## src/design/fmr_pkg.sv

```systemverilog
// Operation
// - Probe ramp over 500 ms with check on: report, float FETs, retry.
// - Probe pulse before decay with check on: report, float FETs, retry.
// - Probe ramp timeout during R/L measurement: report, float, latch.
// - Low back-EMF during Ke measurement: report, float FETs, latch.
// - Missed watchdog tickle: mode 0 reports only, mode 1 floats, latches.
// - Every memory read is checked; an error sets the memory fault.
// - Memory fault mode 0 floats and latches; mode 1 only reports.
// - Checksum error reported; mode 0 floats and latches, 1 reports only.
// - Enabled current-loop saturation reported, FETs drive, clears itself.
// - Enabled speed-loop saturation reported, FETs drive, clears itself.
// - Main supply undervoltage disables FETs, pump, logic; reset state.
// - Analog rail undervoltage disables FETs, pump, logic; reset state.
// - Buck feedback undervoltage is flagged; regulation keeps going.
// - Pump undervoltage floats FETs, drives pin low, sets status bits.
// - Driving and pin resume by themselves once pump undervoltage ends.
// - Pump undervoltage status bit stays until the host fault clear.
// - Retry faults resume and clear their status after retry time.
// - Latched faults end only when gone and a fault clear is issued.
`default_nettype none
package fmr_pkg;
   localparam int CLK_PERIOD_NS = 20;
   localparam int PROBE_TIMEOUT_MS = 500;
   localparam int MS_CYC = 1000000 / CLK_PERIOD_NS;
   localparam int PROBE_TIMEOUT_CYC = PROBE_TIMEOUT_MS * MS_CYC;
   // Register byte offsets.
   localparam logic [7:0] ADDR_CFG = 8'h00;
   localparam logic [7:0] ADDR_CMD = 8'h04;
   localparam logic [7:0] ADDR_FAULT = 8'h08;
   localparam logic [7:0] ADDR_IRQ_STAT = 8'h0C;
   localparam logic [7:0] ADDR_IRQ_MASK = 8'h10;
   localparam logic [31:0] CFG_RST = 32'h0064_0A00;
   localparam logic [31:0] CFG_WMASK = 32'hFFFF_FF7F;
   localparam int CMD_CLEAR = 0;
   localparam int CMD_TICKLE = 1;
   // Fault flag positions.
   localparam int NF = 12;
   localparam int F_RAMPUP = 0;
   localparam int F_RAMPDN = 1;
   localparam int F_RATE = 2;
   localparam int F_MPULSE = 3;
   localparam int F_MBEMF = 4;
   localparam int F_WDT = 5;
   localparam int F_MEM = 6;
   localparam int F_CRC = 7;
   localparam int F_CSAT = 8;
   localparam int F_SSAT = 9;
   localparam int F_PUMP = 10;
   localparam int F_BUCK = 11;
   localparam logic [NF-1:0] RETRY_MASK = 12'h007;
   localparam logic [NF-1:0] LATCH_MASK = 12'h4F8;
   localparam logic [NF-1:0] LIVE_MASK = 12'hB00;
   localparam logic [NF-1:0] PIN_MASK = 12'h3FF;
   localparam logic [NF-1:0] IRQ_MASK_RST = 12'h000;

   typedef struct packed {
      logic [15:0] wdt_interval_ms;
      logic [7:0] lock_retry_time;
      logic rsvd;
      logic sat_en;
      logic crc_resp;
      logic memory_fault_response;
      logic host_watchdog_response;
      logic host_watchdog_en;
      logic probe_rate_check_en;
      logic probe_timeout_check_en;
   } fmr_cfg_t;

   typedef struct packed {
      logic probe_rampup;
      logic probe_rampdn;
      logic probe_pulse_start;
      logic probe_decayed;
      logic meas_rl;
      logic meas_ke;
      logic backemf_low;
      logic mem_rd_done;
      logic mem_ok;
      logic crc_err;
      logic cur_sat;
      logic spd_sat;
      logic main_uv;
      logic analog_uv;
      logic buck_uv;
      logic pump_uv;
   } fmr_cond_t;
endpackage
`default_nettype wire

```

## src/design/fmr_timer.sv

```systemverilog
`timescale 1ns/100ps
`default_nettype none
module fmr_timer #(
   parameter int W = 32
) (
   // Clock and reset
   input wire logic pclk,
   input wire logic presetn,
   input wire logic ce,
   // Timing request
   input wire logic clr,
   input wire logic run,
   input wire logic [W-1:0] limit,
   // Expiry pulse
   output logic fire
);
   logic [W-1:0] cnt;
   logic [W:0] cnt_inc;

   if (W < 2) begin : g_chk
      $error("fmr_timer: W must be at least 2");
   end

   // A limit of zero behaves as one cycle so the timer always expires.
   assign cnt_inc = {1'b0, cnt} + {{W{1'b0}}, 1'b1};
   assign fire = run && !clr && (cnt_inc >= {1'b0, limit});

   always_ff @(posedge pclk or negedge presetn) begin
      if (!presetn) begin
         cnt <= '0;
      end else if (ce) begin
         if (clr || !run || fire) begin
            cnt <= '0;
         end else begin
            cnt <= cnt_inc[W-1:0];
         end
      end
   end
endmodule
`default_nettype wire

```

## src/design/fmr_irq.sv

```systemverilog
`timescale 1ns/100ps
`default_nettype none
module fmr_irq #(
   parameter int NF = 12
) (
   // Clock and reset
   input wire logic pclk,
   input wire logic presetn,
   input wire logic ce,
   // Events and software access
   input wire logic [NF-1:0] ev,
   input wire logic [NF-1:0] clr_mask,
   input wire logic mask_we,
   input wire logic [NF-1:0] mask_wdata,
   // State
   output logic [NF-1:0] status,
   output logic [NF-1:0] mask,
   output logic irq
);
   if (NF < 1) begin : g_chk
      $error("fmr_irq: NF must be at least 1");
   end

   // Only bits already returned by the read are cleared, so an event
   // landing between setup and access is kept.
   always_ff @(posedge pclk or negedge presetn) begin
      if (!presetn) begin
         status <= '0;
         mask <= NF'(fmr_pkg::IRQ_MASK_RST);
      end else if (ce) begin
         status <= (status & ~clr_mask) | ev;
         if (mask_we) begin
            mask <= mask_wdata;
         end
      end
   end

   assign irq = |(status & mask);
endmodule
`default_nettype wire

```

## src/design/fmr_top.sv

```systemverilog
// The implementer's own choices: the placing of the registers and the APB slave port.
`timescale 1ns/100ps
`default_nettype none
module fmr_top #(
   parameter int AW = 12,
   parameter int PROBE_TIMEOUT_CYC = fmr_pkg::PROBE_TIMEOUT_CYC,
   parameter int MS_CYC = fmr_pkg::MS_CYC
) (
   // Clock, reset and enable
   input wire logic pclk,
   input wire logic presetn,
   input wire logic ce,
   // APB slave
   input wire logic psel,
   input wire logic penable,
   input wire logic pwrite,
   input wire logic [AW-1:0] paddr,
   input wire logic [31:0] pwdata,
   output logic [31:0] prdata,
   output logic pready,
   output logic pslverr,
   // Conditions from the motor controller and supervisors
   input wire fmr_pkg::fmr_cond_t cond,
   // Responses
   output logic fault_out_n,
   output logic fets_float,
   output logic pump_en,
   output logic logic_reset,
   output logic irq
);
   localparam int NF = fmr_pkg::NF;

   fmr_pkg::fmr_cfg_t cfg;
   logic [NF-1:0] flags;
   logic [NF-1:0] next_flags;
   logic [NF-1:0] set_v;
   logic [NF-1:0] clr_v;
   logic [NF-1:0] live_v;
   logic [NF-1:0] float_mask;
   logic [NF-1:0] irq_status;
   logic [NF-1:0] irq_mask;
   logic [NF-1:0] irq_clr;
   logic [1:0] ramp_run;
   logic [1:0] ramp_fire;
   logic [1:0] sat_live;
   logic [31:0] retry_limit;
   logic [31:0] wdt_limit;
   logic [31:0] rd_data;
   logic supply_uv;
   logic retry_fire;
   logic wdt_fire;
   logic probe_to;
   logic ctrl_fault;
   logic driver_fault;
   logic pin_any;

   if (AW < 5) begin : g_chk_aw
      $error("fmr_top: AW must be at least 5");
   end
   if (PROBE_TIMEOUT_CYC < 1 || MS_CYC < 1) begin : g_chk_cyc
      $error("fmr_top: cycle counts must be at least 1");
   end

   // Which flags float the power stage under the present configuration.
   function automatic logic [NF-1:0] floats(input fmr_pkg::fmr_cfg_t c);
      logic [NF-1:0] m;
      m = fmr_pkg::RETRY_MASK;
      m[fmr_pkg::F_MPULSE] = 1'b1;
      m[fmr_pkg::F_MBEMF] = 1'b1;
      m[fmr_pkg::F_WDT] = c.host_watchdog_response;
      m[fmr_pkg::F_MEM] = !c.memory_fault_response;
      m[fmr_pkg::F_CRC] = !c.crc_resp;
      return m;
   endfunction

   // ---------------- APB decode ----------------
   wire logic [7:0] addr_lo = paddr[7:0];
   wire logic addr_hi_zero = (paddr >> 8) == '0;
   wire logic sel_cfg = addr_hi_zero && addr_lo == fmr_pkg::ADDR_CFG;
   wire logic sel_cmd = addr_hi_zero && addr_lo == fmr_pkg::ADDR_CMD;
   wire logic sel_flt = addr_hi_zero && addr_lo == fmr_pkg::ADDR_FAULT;
   wire logic sel_ist = addr_hi_zero && addr_lo == fmr_pkg::ADDR_IRQ_STAT;
   wire logic sel_imk = addr_hi_zero && addr_lo == fmr_pkg::ADDR_IRQ_MASK;
   wire logic addr_ok = sel_cfg || sel_cmd || sel_flt || sel_ist || sel_imk;
   wire logic setup_rd = ce && psel && !penable && !pwrite;
   wire logic access = ce && psel && penable;
   wire logic wr_ok = access && pwrite && addr_ok;
   wire logic rd_ok = access && !pwrite && addr_ok;
   wire logic clear_cmd = wr_ok && sel_cmd && pwdata[fmr_pkg::CMD_CLEAR];
   wire logic tickle = wr_ok && sel_cmd && pwdata[fmr_pkg::CMD_TICKLE];

   // The slave never inserts wait states while enabled.
   assign pready = ce;
   assign pslverr = psel && penable && !addr_ok;

   assign ctrl_fault = |flags[fmr_pkg::F_SSAT:0];
   assign driver_fault = flags[fmr_pkg::F_PUMP] || cond.pump_uv;
   assign rd_data = sel_cfg ? 32'(cfg) :
                    sel_flt ? 32'({driver_fault, ctrl_fault, flags}) :
                    sel_ist ? 32'(irq_status) :
                    sel_imk ? 32'(irq_mask) : 32'h0000_0000;
   // Read-clear uses the word latched at setup, not the live status.
   assign irq_clr = (rd_ok && sel_ist) ? prdata[NF-1:0] : '0;

   always_ff @(posedge pclk or negedge presetn) begin
      if (!presetn) begin
         prdata <= 32'h0000_0000;
      end else if (setup_rd) begin
         prdata <= rd_data;
      end
   end

   // Reset state of the core also returns configuration to its defaults.
   always_ff @(posedge pclk or negedge presetn) begin
      if (!presetn) begin
         cfg <= fmr_pkg::CFG_RST;
      end else if (ce) begin
         if (supply_uv) begin
            cfg <= fmr_pkg::CFG_RST;
         end else if (wr_ok && sel_cfg) begin
            cfg <= pwdata & fmr_pkg::CFG_WMASK;
         end
      end
   end

   // ---------------- Timers ----------------
   assign supply_uv = cond.main_uv || cond.analog_uv;
   assign ramp_run = {cond.probe_rampdn, cond.probe_rampup};

   for (genvar i = 0; i < 2; i++) begin : g_ramp
      fmr_timer #(.W(32)) u_ramp (
         .pclk(pclk),
         .presetn(presetn),
         .ce(ce),
         .clr(supply_uv),
         .run(ramp_run[i]),
         .limit(32'(PROBE_TIMEOUT_CYC)),
         .fire(ramp_fire[i])
      );
   end

   assign retry_limit = 32'(cfg.lock_retry_time) * 32'(MS_CYC);
   fmr_timer #(.W(32)) u_retry (
      .pclk(pclk),
      .presetn(presetn),
      .ce(ce),
      .clr(supply_uv),
      .run(|(flags & fmr_pkg::RETRY_MASK)),
      .limit(retry_limit),
      .fire(retry_fire)
   );

   // A tickle restarts the interval; the host owns keeping it in time.
   assign wdt_limit = 32'(cfg.wdt_interval_ms) * 32'(MS_CYC);
   fmr_timer #(.W(32)) u_wdt (
      .pclk(pclk),
      .presetn(presetn),
      .ce(ce),
      .clr(supply_uv || tickle),
      .run(cfg.host_watchdog_en),
      .limit(wdt_limit),
      .fire(wdt_fire)
   );

   // ---------------- Fault flags ----------------
   assign probe_to = |ramp_fire;
   assign sat_live = {cond.spd_sat, cond.cur_sat} & {2{cfg.sat_en}};

   always_comb begin
      set_v = '0;
      live_v = '0;
      set_v[fmr_pkg::F_RAMPUP] = ramp_fire[0] && !cond.meas_rl &&
                                 cfg.probe_timeout_check_en;
      set_v[fmr_pkg::F_RAMPDN] = ramp_fire[1] && !cond.meas_rl &&
                                 cfg.probe_timeout_check_en;
      set_v[fmr_pkg::F_RATE] = cfg.probe_rate_check_en &&
                               cond.probe_pulse_start &&
                               !cond.probe_decayed;
      set_v[fmr_pkg::F_MPULSE] = probe_to && cond.meas_rl;
      live_v[fmr_pkg::F_MBEMF] = cond.meas_ke && cond.backemf_low;
      set_v[fmr_pkg::F_MBEMF] = live_v[fmr_pkg::F_MBEMF];
      set_v[fmr_pkg::F_WDT] = cfg.host_watchdog_en && wdt_fire;
      set_v[fmr_pkg::F_MEM] = cond.mem_rd_done && !cond.mem_ok;
      set_v[fmr_pkg::F_CRC] = cond.crc_err;
      live_v[fmr_pkg::F_PUMP] = cond.pump_uv;
      set_v[fmr_pkg::F_PUMP] = cond.pump_uv;
   end

   // Retry bits drop on expiry; latched bits need a clear and a gone cause.
   assign clr_v = ({NF{retry_fire}} & fmr_pkg::RETRY_MASK) |
                  ({NF{clear_cmd}} & fmr_pkg::LATCH_MASK &
                   ~live_v);

   always_comb begin
      next_flags = ((flags & ~clr_v) | set_v) & ~fmr_pkg::LIVE_MASK;
      next_flags[fmr_pkg::F_CSAT] = sat_live[0];
      next_flags[fmr_pkg::F_SSAT] = sat_live[1];
      next_flags[fmr_pkg::F_BUCK] = cond.buck_uv;
      if (supply_uv) begin
         next_flags = '0;
      end
   end

   always_ff @(posedge pclk or negedge presetn) begin
      if (!presetn) begin
         flags <= '0;
      end else if (ce) begin
         flags <= next_flags;
      end
   end

   // ---------------- Outputs ----------------
   assign float_mask = floats(cfg);
   assign pin_any = |(flags & fmr_pkg::PIN_MASK) || cond.pump_uv;

   // Buck undervoltage only reports; the regulator is never turned off.
   always_ff @(posedge pclk or negedge presetn) begin
      if (!presetn) begin
         fault_out_n <= 1'b1;
         fets_float <= 1'b1;
         pump_en <= 1'b0;
         logic_reset <= 1'b1;
      end else if (ce) begin
         fault_out_n <= !pin_any || supply_uv;
         fets_float <= supply_uv || cond.pump_uv ||
                       |(flags & float_mask);
         pump_en <= !supply_uv;
         logic_reset <= supply_uv;
      end
   end

   fmr_irq #(.NF(NF)) u_irq (
      .pclk(pclk),
      .presetn(presetn),
      .ce(ce),
      .ev(next_flags & ~flags),
      .clr_mask(irq_clr),
      .mask_we(wr_ok && sel_imk),
      .mask_wdata(pwdata[NF-1:0]),
      .status(irq_status),
      .mask(irq_mask),
      .irq(irq)
   );

   // ---------------- Checks ----------------
   probe_retry_a: assert property (
      @(posedge pclk) disable iff (!presetn)
      ce && !supply_uv && flags[fmr_pkg::F_RAMPUP]
      |=> fets_float && !fault_out_n)
      else $error("probe timeout did not float and report");

   rate_set_a: assert property (
      @(posedge pclk) disable iff (!presetn)
      ce && !supply_uv && cfg.probe_rate_check_en &&
      cond.probe_pulse_start && !cond.probe_decayed
      |=> flags[fmr_pkg::F_RATE])
      else $error("probe rate fault not flagged");

   pulse_latch_a: assert property (
      @(posedge pclk) disable iff (!presetn)
      ce && flags[fmr_pkg::F_MPULSE] && !clear_cmd && !supply_uv
      |=> flags[fmr_pkg::F_MPULSE])
      else $error("measurement pulse fault dropped without clear");

   bemf_hold_a: assert property (
      @(posedge pclk) disable iff (!presetn)
      ce && !supply_uv && cond.meas_ke && cond.backemf_low
      |=> flags[fmr_pkg::F_MBEMF] ##1 (fets_float || !ce))
      else $error("back-EMF fault not latched with float");

   wdt_pin_a: assert property (
      @(posedge pclk) disable iff (!presetn)
      ce && flags[fmr_pkg::F_WDT] && !supply_uv |=> !fault_out_n)
      else $error("watchdog fault not on pin");

   mem_set_a: assert property (
      @(posedge pclk) disable iff (!presetn)
      ce && !supply_uv && cond.mem_rd_done && !cond.mem_ok
      |=> flags[fmr_pkg::F_MEM])
      else $error("memory fault not flagged");

   sat_auto_a: assert property (
      @(posedge pclk) disable iff (!presetn)
      ce && !supply_uv |=> flags[fmr_pkg::F_CSAT] == $past(sat_live[0]))
      else $error("current saturation flag not live");

   supply_rst_a: assert property (
      @(posedge pclk) disable iff (!presetn)
      ce && supply_uv |=> logic_reset && fets_float && !pump_en &&
      flags == '0)
      else $error("supply undervoltage did not reset core");

   pump_uv_a: assert property (
      @(posedge pclk) disable iff (!presetn)
      ce && !supply_uv && cond.pump_uv
      |=> !fault_out_n && fets_float && flags[fmr_pkg::F_PUMP])
      else $error("pump undervoltage response missing");

   pump_sticky_a: assert property (
      @(posedge pclk) disable iff (!presetn)
      ce && flags[fmr_pkg::F_PUMP] && !clear_cmd && !supply_uv
      |=> flags[fmr_pkg::F_PUMP])
      else $error("pump status cleared without command");

   retry_clr_a: assert property (
      @(posedge pclk) disable iff (!presetn)
      ce && retry_fire && !supply_uv && !(|set_v[2:0])
      |=> (flags & fmr_pkg::RETRY_MASK) == '0)
      else $error("retry faults not released after retry time");

   mem_float_a: assert property (
      @(posedge pclk) disable iff (!presetn)
      ce && !supply_uv && flags[fmr_pkg::F_MEM] &&
      !cfg.memory_fault_response |=> fets_float)
      else $error("memory fault mode 0 did not float");

   crc_float_a: assert property (
      @(posedge pclk) disable iff (!presetn)
      ce && !supply_uv && flags[fmr_pkg::F_CRC] && !cfg.crc_resp
      |=> fets_float && !fault_out_n)
      else $error("checksum fault mode 0 did not float and report");

   speed_sat_a: assert property (
      @(posedge pclk) disable iff (!presetn)
      ce && !supply_uv |=> flags[fmr_pkg::F_SSAT] == $past(sat_live[1]))
      else $error("speed saturation flag not live");

   buck_live_a: assert property (
      @(posedge pclk) disable iff (!presetn)
      ce && !supply_uv |=> flags[fmr_pkg::F_BUCK] == $past(cond.buck_uv))
      else $error("buck undervoltage flag not live");

   pump_release_a: assert property (
      @(posedge pclk) disable iff (!presetn)
      ce && !cond.pump_uv && (flags & fmr_pkg::PIN_MASK) == '0
      |=> fault_out_n)
      else $error("fault pin held with no pending fault");

   pulse_clear_a: assert property (
      @(posedge pclk) disable iff (!presetn)
      ce && clear_cmd && !(probe_to && cond.meas_rl)
      |=> !flags[fmr_pkg::F_MPULSE])
      else $error("measurement pulse fault not cleared by command");

   freeze_hold_a: assert property (
      @(posedge pclk) disable iff (!presetn)
      !ce |=> flags == $past(flags) && cfg == $past(cfg))
      else $error("state changed while clock enable low");
endmodule
`default_nettype wire

```

## config.mk

```make
export PLATFORM = sky130hd
export DESIGN_NAME = fmr_top
export DESIGN_NICKNAME = d
export VERILOG_FILES = /design/src/design/fmr_pkg.sv /design/src/design/fmr_timer.sv /design/src/design/fmr_irq.sv /design/src/design/fmr_top.sv
export SDC_FILE = /design/constraint.sdc
export NUM_CORES = 1
export LEC_CHECK = 0
export BUFFER_PORTS_ARGS = -buffer_cell sky130_fd_sc_hd__buf_4
export CORE_ASPECT_RATIO = 1.25
export CORE_UTILIZATION = 63
export CTS_CLUSTER_DIAMETER = 60
export DETAILED_ROUTE_END_ITERATION = 8
export GPL_TIMING_DRIVEN = 0
export MAX_ROUTING_LAYER = met4
export PLACE_DENSITY = 0.82
export SYNTH_ARGS = -nofsm -noshare
export SYNTH_HDL_FRONTEND = slang
export SYNTH_SLANG_ARGS = --single-unit
export TNS_END_PERCENT = 100
```

## constraint.sdc

```tcl
create_clock -name pclk -period 7.1 [get_ports pclk]
set_input_delay 1.065 -clock pclk [delete_from_list [all_inputs] [get_ports pclk]]
set_output_delay 1.065 -clock pclk [all_outputs]
set_load 0.01 [all_outputs]
```

Yosys cells after proc, flatten, opt, wreduce, memory -nomap -nowiden --
Cells that the tools add are included.
Word-level totals: memories kept 0, bits in latches 0, bits in read-only memories 0, bits of input ports 66, output and inout bits 39, register bits after elaboration 232, bits in writable memories 0, word-level logic and storage cells 145
Cells by class: reduce and logical (&&, ||, !) cells 83, add/sub/neg operators 4, order comparisons 4, divide/modulo/power cells 0, multiply operators 2, bitwise logic cells 14, multiplexer cells 12, shift-type cells 0, equality and inequality tests 4
Operators by type and width (count):
- 2-to-1 mux 32 bit | 7
- adder 32 x 1 -> 33 bit (second input constant) | 4
- >= comparator 33 x 25 -> 1 bit (second input constant) | 2
- 2-to-1 mux 12 bit | 4
- logical AND 1 bit | 39
- AND 12 bit | 3
- >= comparator 33 x 24 -> 1 bit | 1
- >= comparator 33 x 32 -> 1 bit | 1
- multiplier 16 x 12 -> 28 bit (second input constant) | 1
- NOT 12 bit | 2
- OR reduction 12 bit | 2
- AND 11 bit | 2
- NOT 11 bit | 2
- multiplier 8 x 12 -> 20 bit (second input constant) | 1
- logical OR 1 bit | 19
- == test 8 x 4 -> 1 bit (second input constant) | 2
- zero test 1 bit | 15
- 2-to-1 mux 14 bit | 1
- AND 12 x 8 -> 12 bit | 1
- zero test 12 bit | 1
- OR 12 bit | 1
- OR 11 bit | 1
- OR 3 x 11 -> 11 bit | 1
- OR reduction 10 bit | 1
- 8 further kinds | 9

Depth between registers and ports, before layout --
depth after elaboration 18, mapped depth 32, gate-level depth less buffers 29

By module --
A second synthesis with hierarchy kept.
Second synthesis, totals: cell total of the unflattened synthesis 2374, area total of the unflattened synthesis 21177.8 sq um
Modules (own cells, without submodules):
- fmr_timer (g_ramp[0].u_ramp ...) | cells each 354, instances 3, seq. area each 800.8 sq um, area each 2986.6 sq um
- fmr_top | cells each 892, instances 1, seq. area each 1986.9 sq um, area each 8381.8 sq um
- fmr_timer (g_ramp[1].u_ramp) | cells each 348, instances 1, seq. area each 800.8 sq um, area each 2815.2 sq um
- fmr_irq | cells each 72, instances 1, seq. area each 600.6 sq um, area each 1021.0 sq um

Worst setup path after synthesis --
No wires, ideal clock.
path type register -> register, start reg cfg[18] (netlist name), end reg u_wdt.cnt[15], data required time 6.979 ns, data arrival time 6.280 ns, period minus slack after synthesis 6.401 ns, path buffers 3, path slack 0.699 ns, cell stages (with the launch flop) 30, setup time 0.121 ns, cells stage by stage dfstp_2 -> ha_1 -> ha_1 -> ha_1 -> fa_1 -> inv_1 -> fa_1 -> inv_1 -> ha_1 -> a21oi_1 -> nand2_1 -> o211ai_1 -> a21oi_1 -> o41a_1 -> a211oi_1 -> o21ai_0 -> a21oi_1 -> xnor2_1 -> ha_1 -> nand4_1 -> nor2_1 -> nand3_1 -> nor3_1 -> o21ai_0 -> o2111ai_1 -> buf_2 -> nor2_1 -> buf_2 -> buf_2 -> a22o_1
On the way: cells in the longest elaborated chain, start to end 5
Ends and longest elaborated chain:
- start, declared | line fmr_top.sv:33 | fmr_pkg::fmr_cfg_t cfg;
- start signal, assigned | line fmr_top.sv:116 | cfg <= fmr_pkg::CFG_RST;
- start signal, assigned | line fmr_top.sv:119 | cfg <= fmr_pkg::CFG_RST;
- start signal, assigned | line fmr_top.sv:121 | cfg <= pwdata & fmr_pkg::CFG_WMASK;
- multiplier 16 x 12 -> 28 bit | line fmr_top.sv:154 | assign wdt_limit = 32'(cfg.wdt_interval_ms) * 32'(MS_CYC);
- >= comparator 33 x 32 -> 1 bit | line fmr_timer.sv:26 | assign fire = run && !clr && (cnt_inc >= {1'b0, limit});
- logical AND 1 bit | line fmr_timer.sv:26
- logical OR 1 bit | line fmr_timer.sv:32 | if (clr || !run || fire) begin
- 2-to-1 mux 32 bit | line fmr_timer.sv:32
- end signal, assigned | line fmr_timer.sv:35 | cnt <= cnt_inc[W-1:0];
- end, declared | line fmr_timer.sv:17 | logic [W-1:0] cnt;
Every way passes these cells. A chain may end at the register's enable or synchronous reset.

Worst setup path after layout --
start reg cfg[22] (netlist name), end reg u_wdt.cnt[10]
Same word-level chain as after synthesis.

==> results.yml <==
global_routing:
  grt.total_usage_pct: 34.6
  overflow: 0
  grt_pass1_wl_microns: 78600
  grt_antenna_before_repair: 0
  grt_start_max_net_pins: 124
  grt_pass1_vias: 15700
yosys:
  syn_nets: 2279
  yosysTopAreaCell: "dfrtp_1"
  muxShareOfSynthArea_pct: 2.05
  synthCells: 1946
  synth_edf_count: 0
  synth.yosys.warnings: 0
  synth_seq_cells: 231
  synth_compound_gate_area_share_pct: 17.5
  syn_avg_cell_area_sq_um: 9.27
  async_flop_share_pct: 100
  synthTopCellsByArea: "dfrtp_1, ha_1, fa_1, a22o_1, inv_1"
  syn_area_sq_um: 18000
  synth_xor_area_share_pct: 5.19
  ys_seq_area_share_pct: 32.1
  synth_flop_cell: "dfrtp_1"
  synth_top_family_by_area: "adder cells"
  synth.top_cell.area_share_pct: 30.9
  synth-adder-area-share_pct: 20.6
  synth-simple-area-share_pct: 17.3
  ys_types: 77
placement:
  io_buffers: 104
  post-place-ws_ns: -0.227
  gp_congestion: 0.959
  place_hpwl_microns: 36800
power_and_ir_drop:
  max-vdd-ir-drop_v: 0.000204
  leakage_nw: 10.2
  power_density_nw_per_um2: 144
critical_path:
  worst-path-max-fanout: 6
  critPathLaunchType: "flop"
  required_ns: 7.52
  arrival_ns: 7.24
  path_class: "reg2reg"
  reg2reg_from: "cfg[22]"
  slowest_delay_ns: 0.59
  crit_start: "cfg[22]"
  cp-end-kind: "flop"
  slowest_stage: "dfstp_2"
timing:
  period_share_pct: 96.2
  worst_slew_pin_slew_ns: 0.941
  drv_slew: 0
  final.setup.worst_slack_ns: 0.271
  fmax_mhz: 146
  fin_crit_ns: 6.83
  setup_tns_ns: 0
  finClkSkew_ns: 0.0152
  worst_hold_slack_ns: 0.481
  finalHoldViolCount: 0
  relSlewSlack_pct: 37.3
  setup_viol: 0
cells_and_area:
  drive_gt1_share_pct: 12.0
  nets: 2428
  final_core_util_pct: 73.3
  mostFrequentLayoutCell: "dfrtp_1"
  area_growth_pct: 13.3
  antenna_cells: 0
  final_cell_mix: "dfrtp_1, ha_1, inv_1"
routing:
  dr_total_vias: 15800
  first_pass_iters: 5
  drt-initial-drc-count: 983
  ant_nets: 0
  finalWirelength_microns: 49000
  drc: 0
  wl_per_cell_microns: 19.9
  viasPerCell: 6.41
flow_run:
  max_cap_viol_count: 0
floorplan:
  die_y_microns: 191
  die_x_microns: 153
  rows: 68
  core_area_sq_um: 27900
  top_level_ports: 105
  start_util_pct: 64.7
  die-area_sq_um: 29300
cts:
  h-tree-depth: 1
  cts.sinks: 231
  numCtsBuffers: 27
  path_clk_slew_ns: 0.06
  cts-root-to-sink-buffers: 3
  worst_skew_pair.late_latency_ns: 0.54
  tritoncts: "done"
  root_buffer: "clkbuf_16"
status:
  status: "completed"
hold_path:
  min_from: "pump_en"
  min_path_type: "reg2reg"
path summary, 6_finish.rpt:
kind,to,slack (ns),cells after the start
worst min-delay path,pump_en,0.48,1
max in group asynchronous,u_irq.status[1],5.35,2
min in group asynchronous,u_wdt.cnt[25],0.57,1
worst min register to register,pump_en,0.48,1
worst max register to register,u_wdt.cnt[10],0.27,31
worst max-delay path,u_wdt.cnt[10],0.27,31
per-stage QoR:
stage / power [mW] / instances / cell area (sq um)
after detailed placement: 1.50 / 2401 / 19300
after CTS: 2.95 / 2448 / 20200
after global placement: 1.49 / 2400 / 19300
final: 2.94 / 2464 / 20500
after global routing: 3.02 / 2464 / 20500
after floorplan: 1.40 / 1946 / 18000
metal layers:
metal / routed length, microns / vias up / track usage, %
li1: - / 7328 / -
met1: 18500 / 7717 / 39.3
met2: 25400 / 580 / 60.8
met3: 2770 / 168 / 4.19
met4: 2370 / 0 / 16.6
met5: 0 / - / -
power by group:
group          switching, mW  internal (mW)
Combinational         0.0956         0.0454
Clock                  0.593          0.871
Sequential           0.00898           1.33
Total                  0.698           2.24
flip-flops by register name, indices dropped and copies added, names as in the netlist:
| signal | count |
|---|---|
| flags | 12 |
| fets_float | 1 |
| pump_en | 1 |
| u_retry.cnt | 32 |
| prdata | 32 |
| u_wdt.cnt | 32 |
| fault_out_n | 1 |
| cfg | 31 |
| u_irq.mask | 12 |
| g_ramp.u_ramp.cnt | 64 |
| u_irq.status | 12 |
| logic_reset | 1 |
synth_stat cells, types with 51 or more instances:
| cell | instances |
|---|---|
| nor2_1 | 90 |
| a21oi_1 | 65 |
| o21ai_0 | 117 |
| dfrtp_1 | 223 |
| nand3_1 | 89 |
| xor2_1 | 51 |
| clkbuf_1 | 58 |
| a22o_1 | 93 |
| ha_1 | 217 |
| nand2_1 | 146 |
| inv_1 | 168 |
| xnor2_1 | 56 |
cell families after synthesis:
| kind of cell | after synthesis |
|---|---|
| buf+inv | 247 |
| simple gates | 602 |
| flops | 231 |
| fa+ha+maj | 267 |
| compound gates | 457 |
| xor+xnor | 107 |
| mux | 35 |
critical path, delay by kind of cell (launching register included):
| kind | cells | cell delay (ns) |
|---|---|---|
| flops | 1 | 0.59 |
| compound gates | 11 | 1.97 |
| buf+inv | 6 | 0.69 |
| simple gates | 6 | 0.70 |
| fa+ha+maj | 7 | 2.64 |
| xor+xnor | 1 | 0.14 |
final cells by class:
cell class | instances | area (sq um)
clock buffers | 31 | 711
well taps | 350 | 438
multi-input cells | 1468 | 11400
clock inverters | 17 | 218
repair buffers | 121 | 948
flip-flops and latches | 231 | 5790
inverters | 169 | 634
fillers | 2090 | 7450
plain buffers | 77 | 340
repair_timing:
item,4_1_cts,5_1_grt
hold buffers,0,0
endpoints found under the setup margin,29,33
buffers inserted,0,16
pin swaps,0,11
resized for setup,5,22
(Power assumes the default switching activity.)
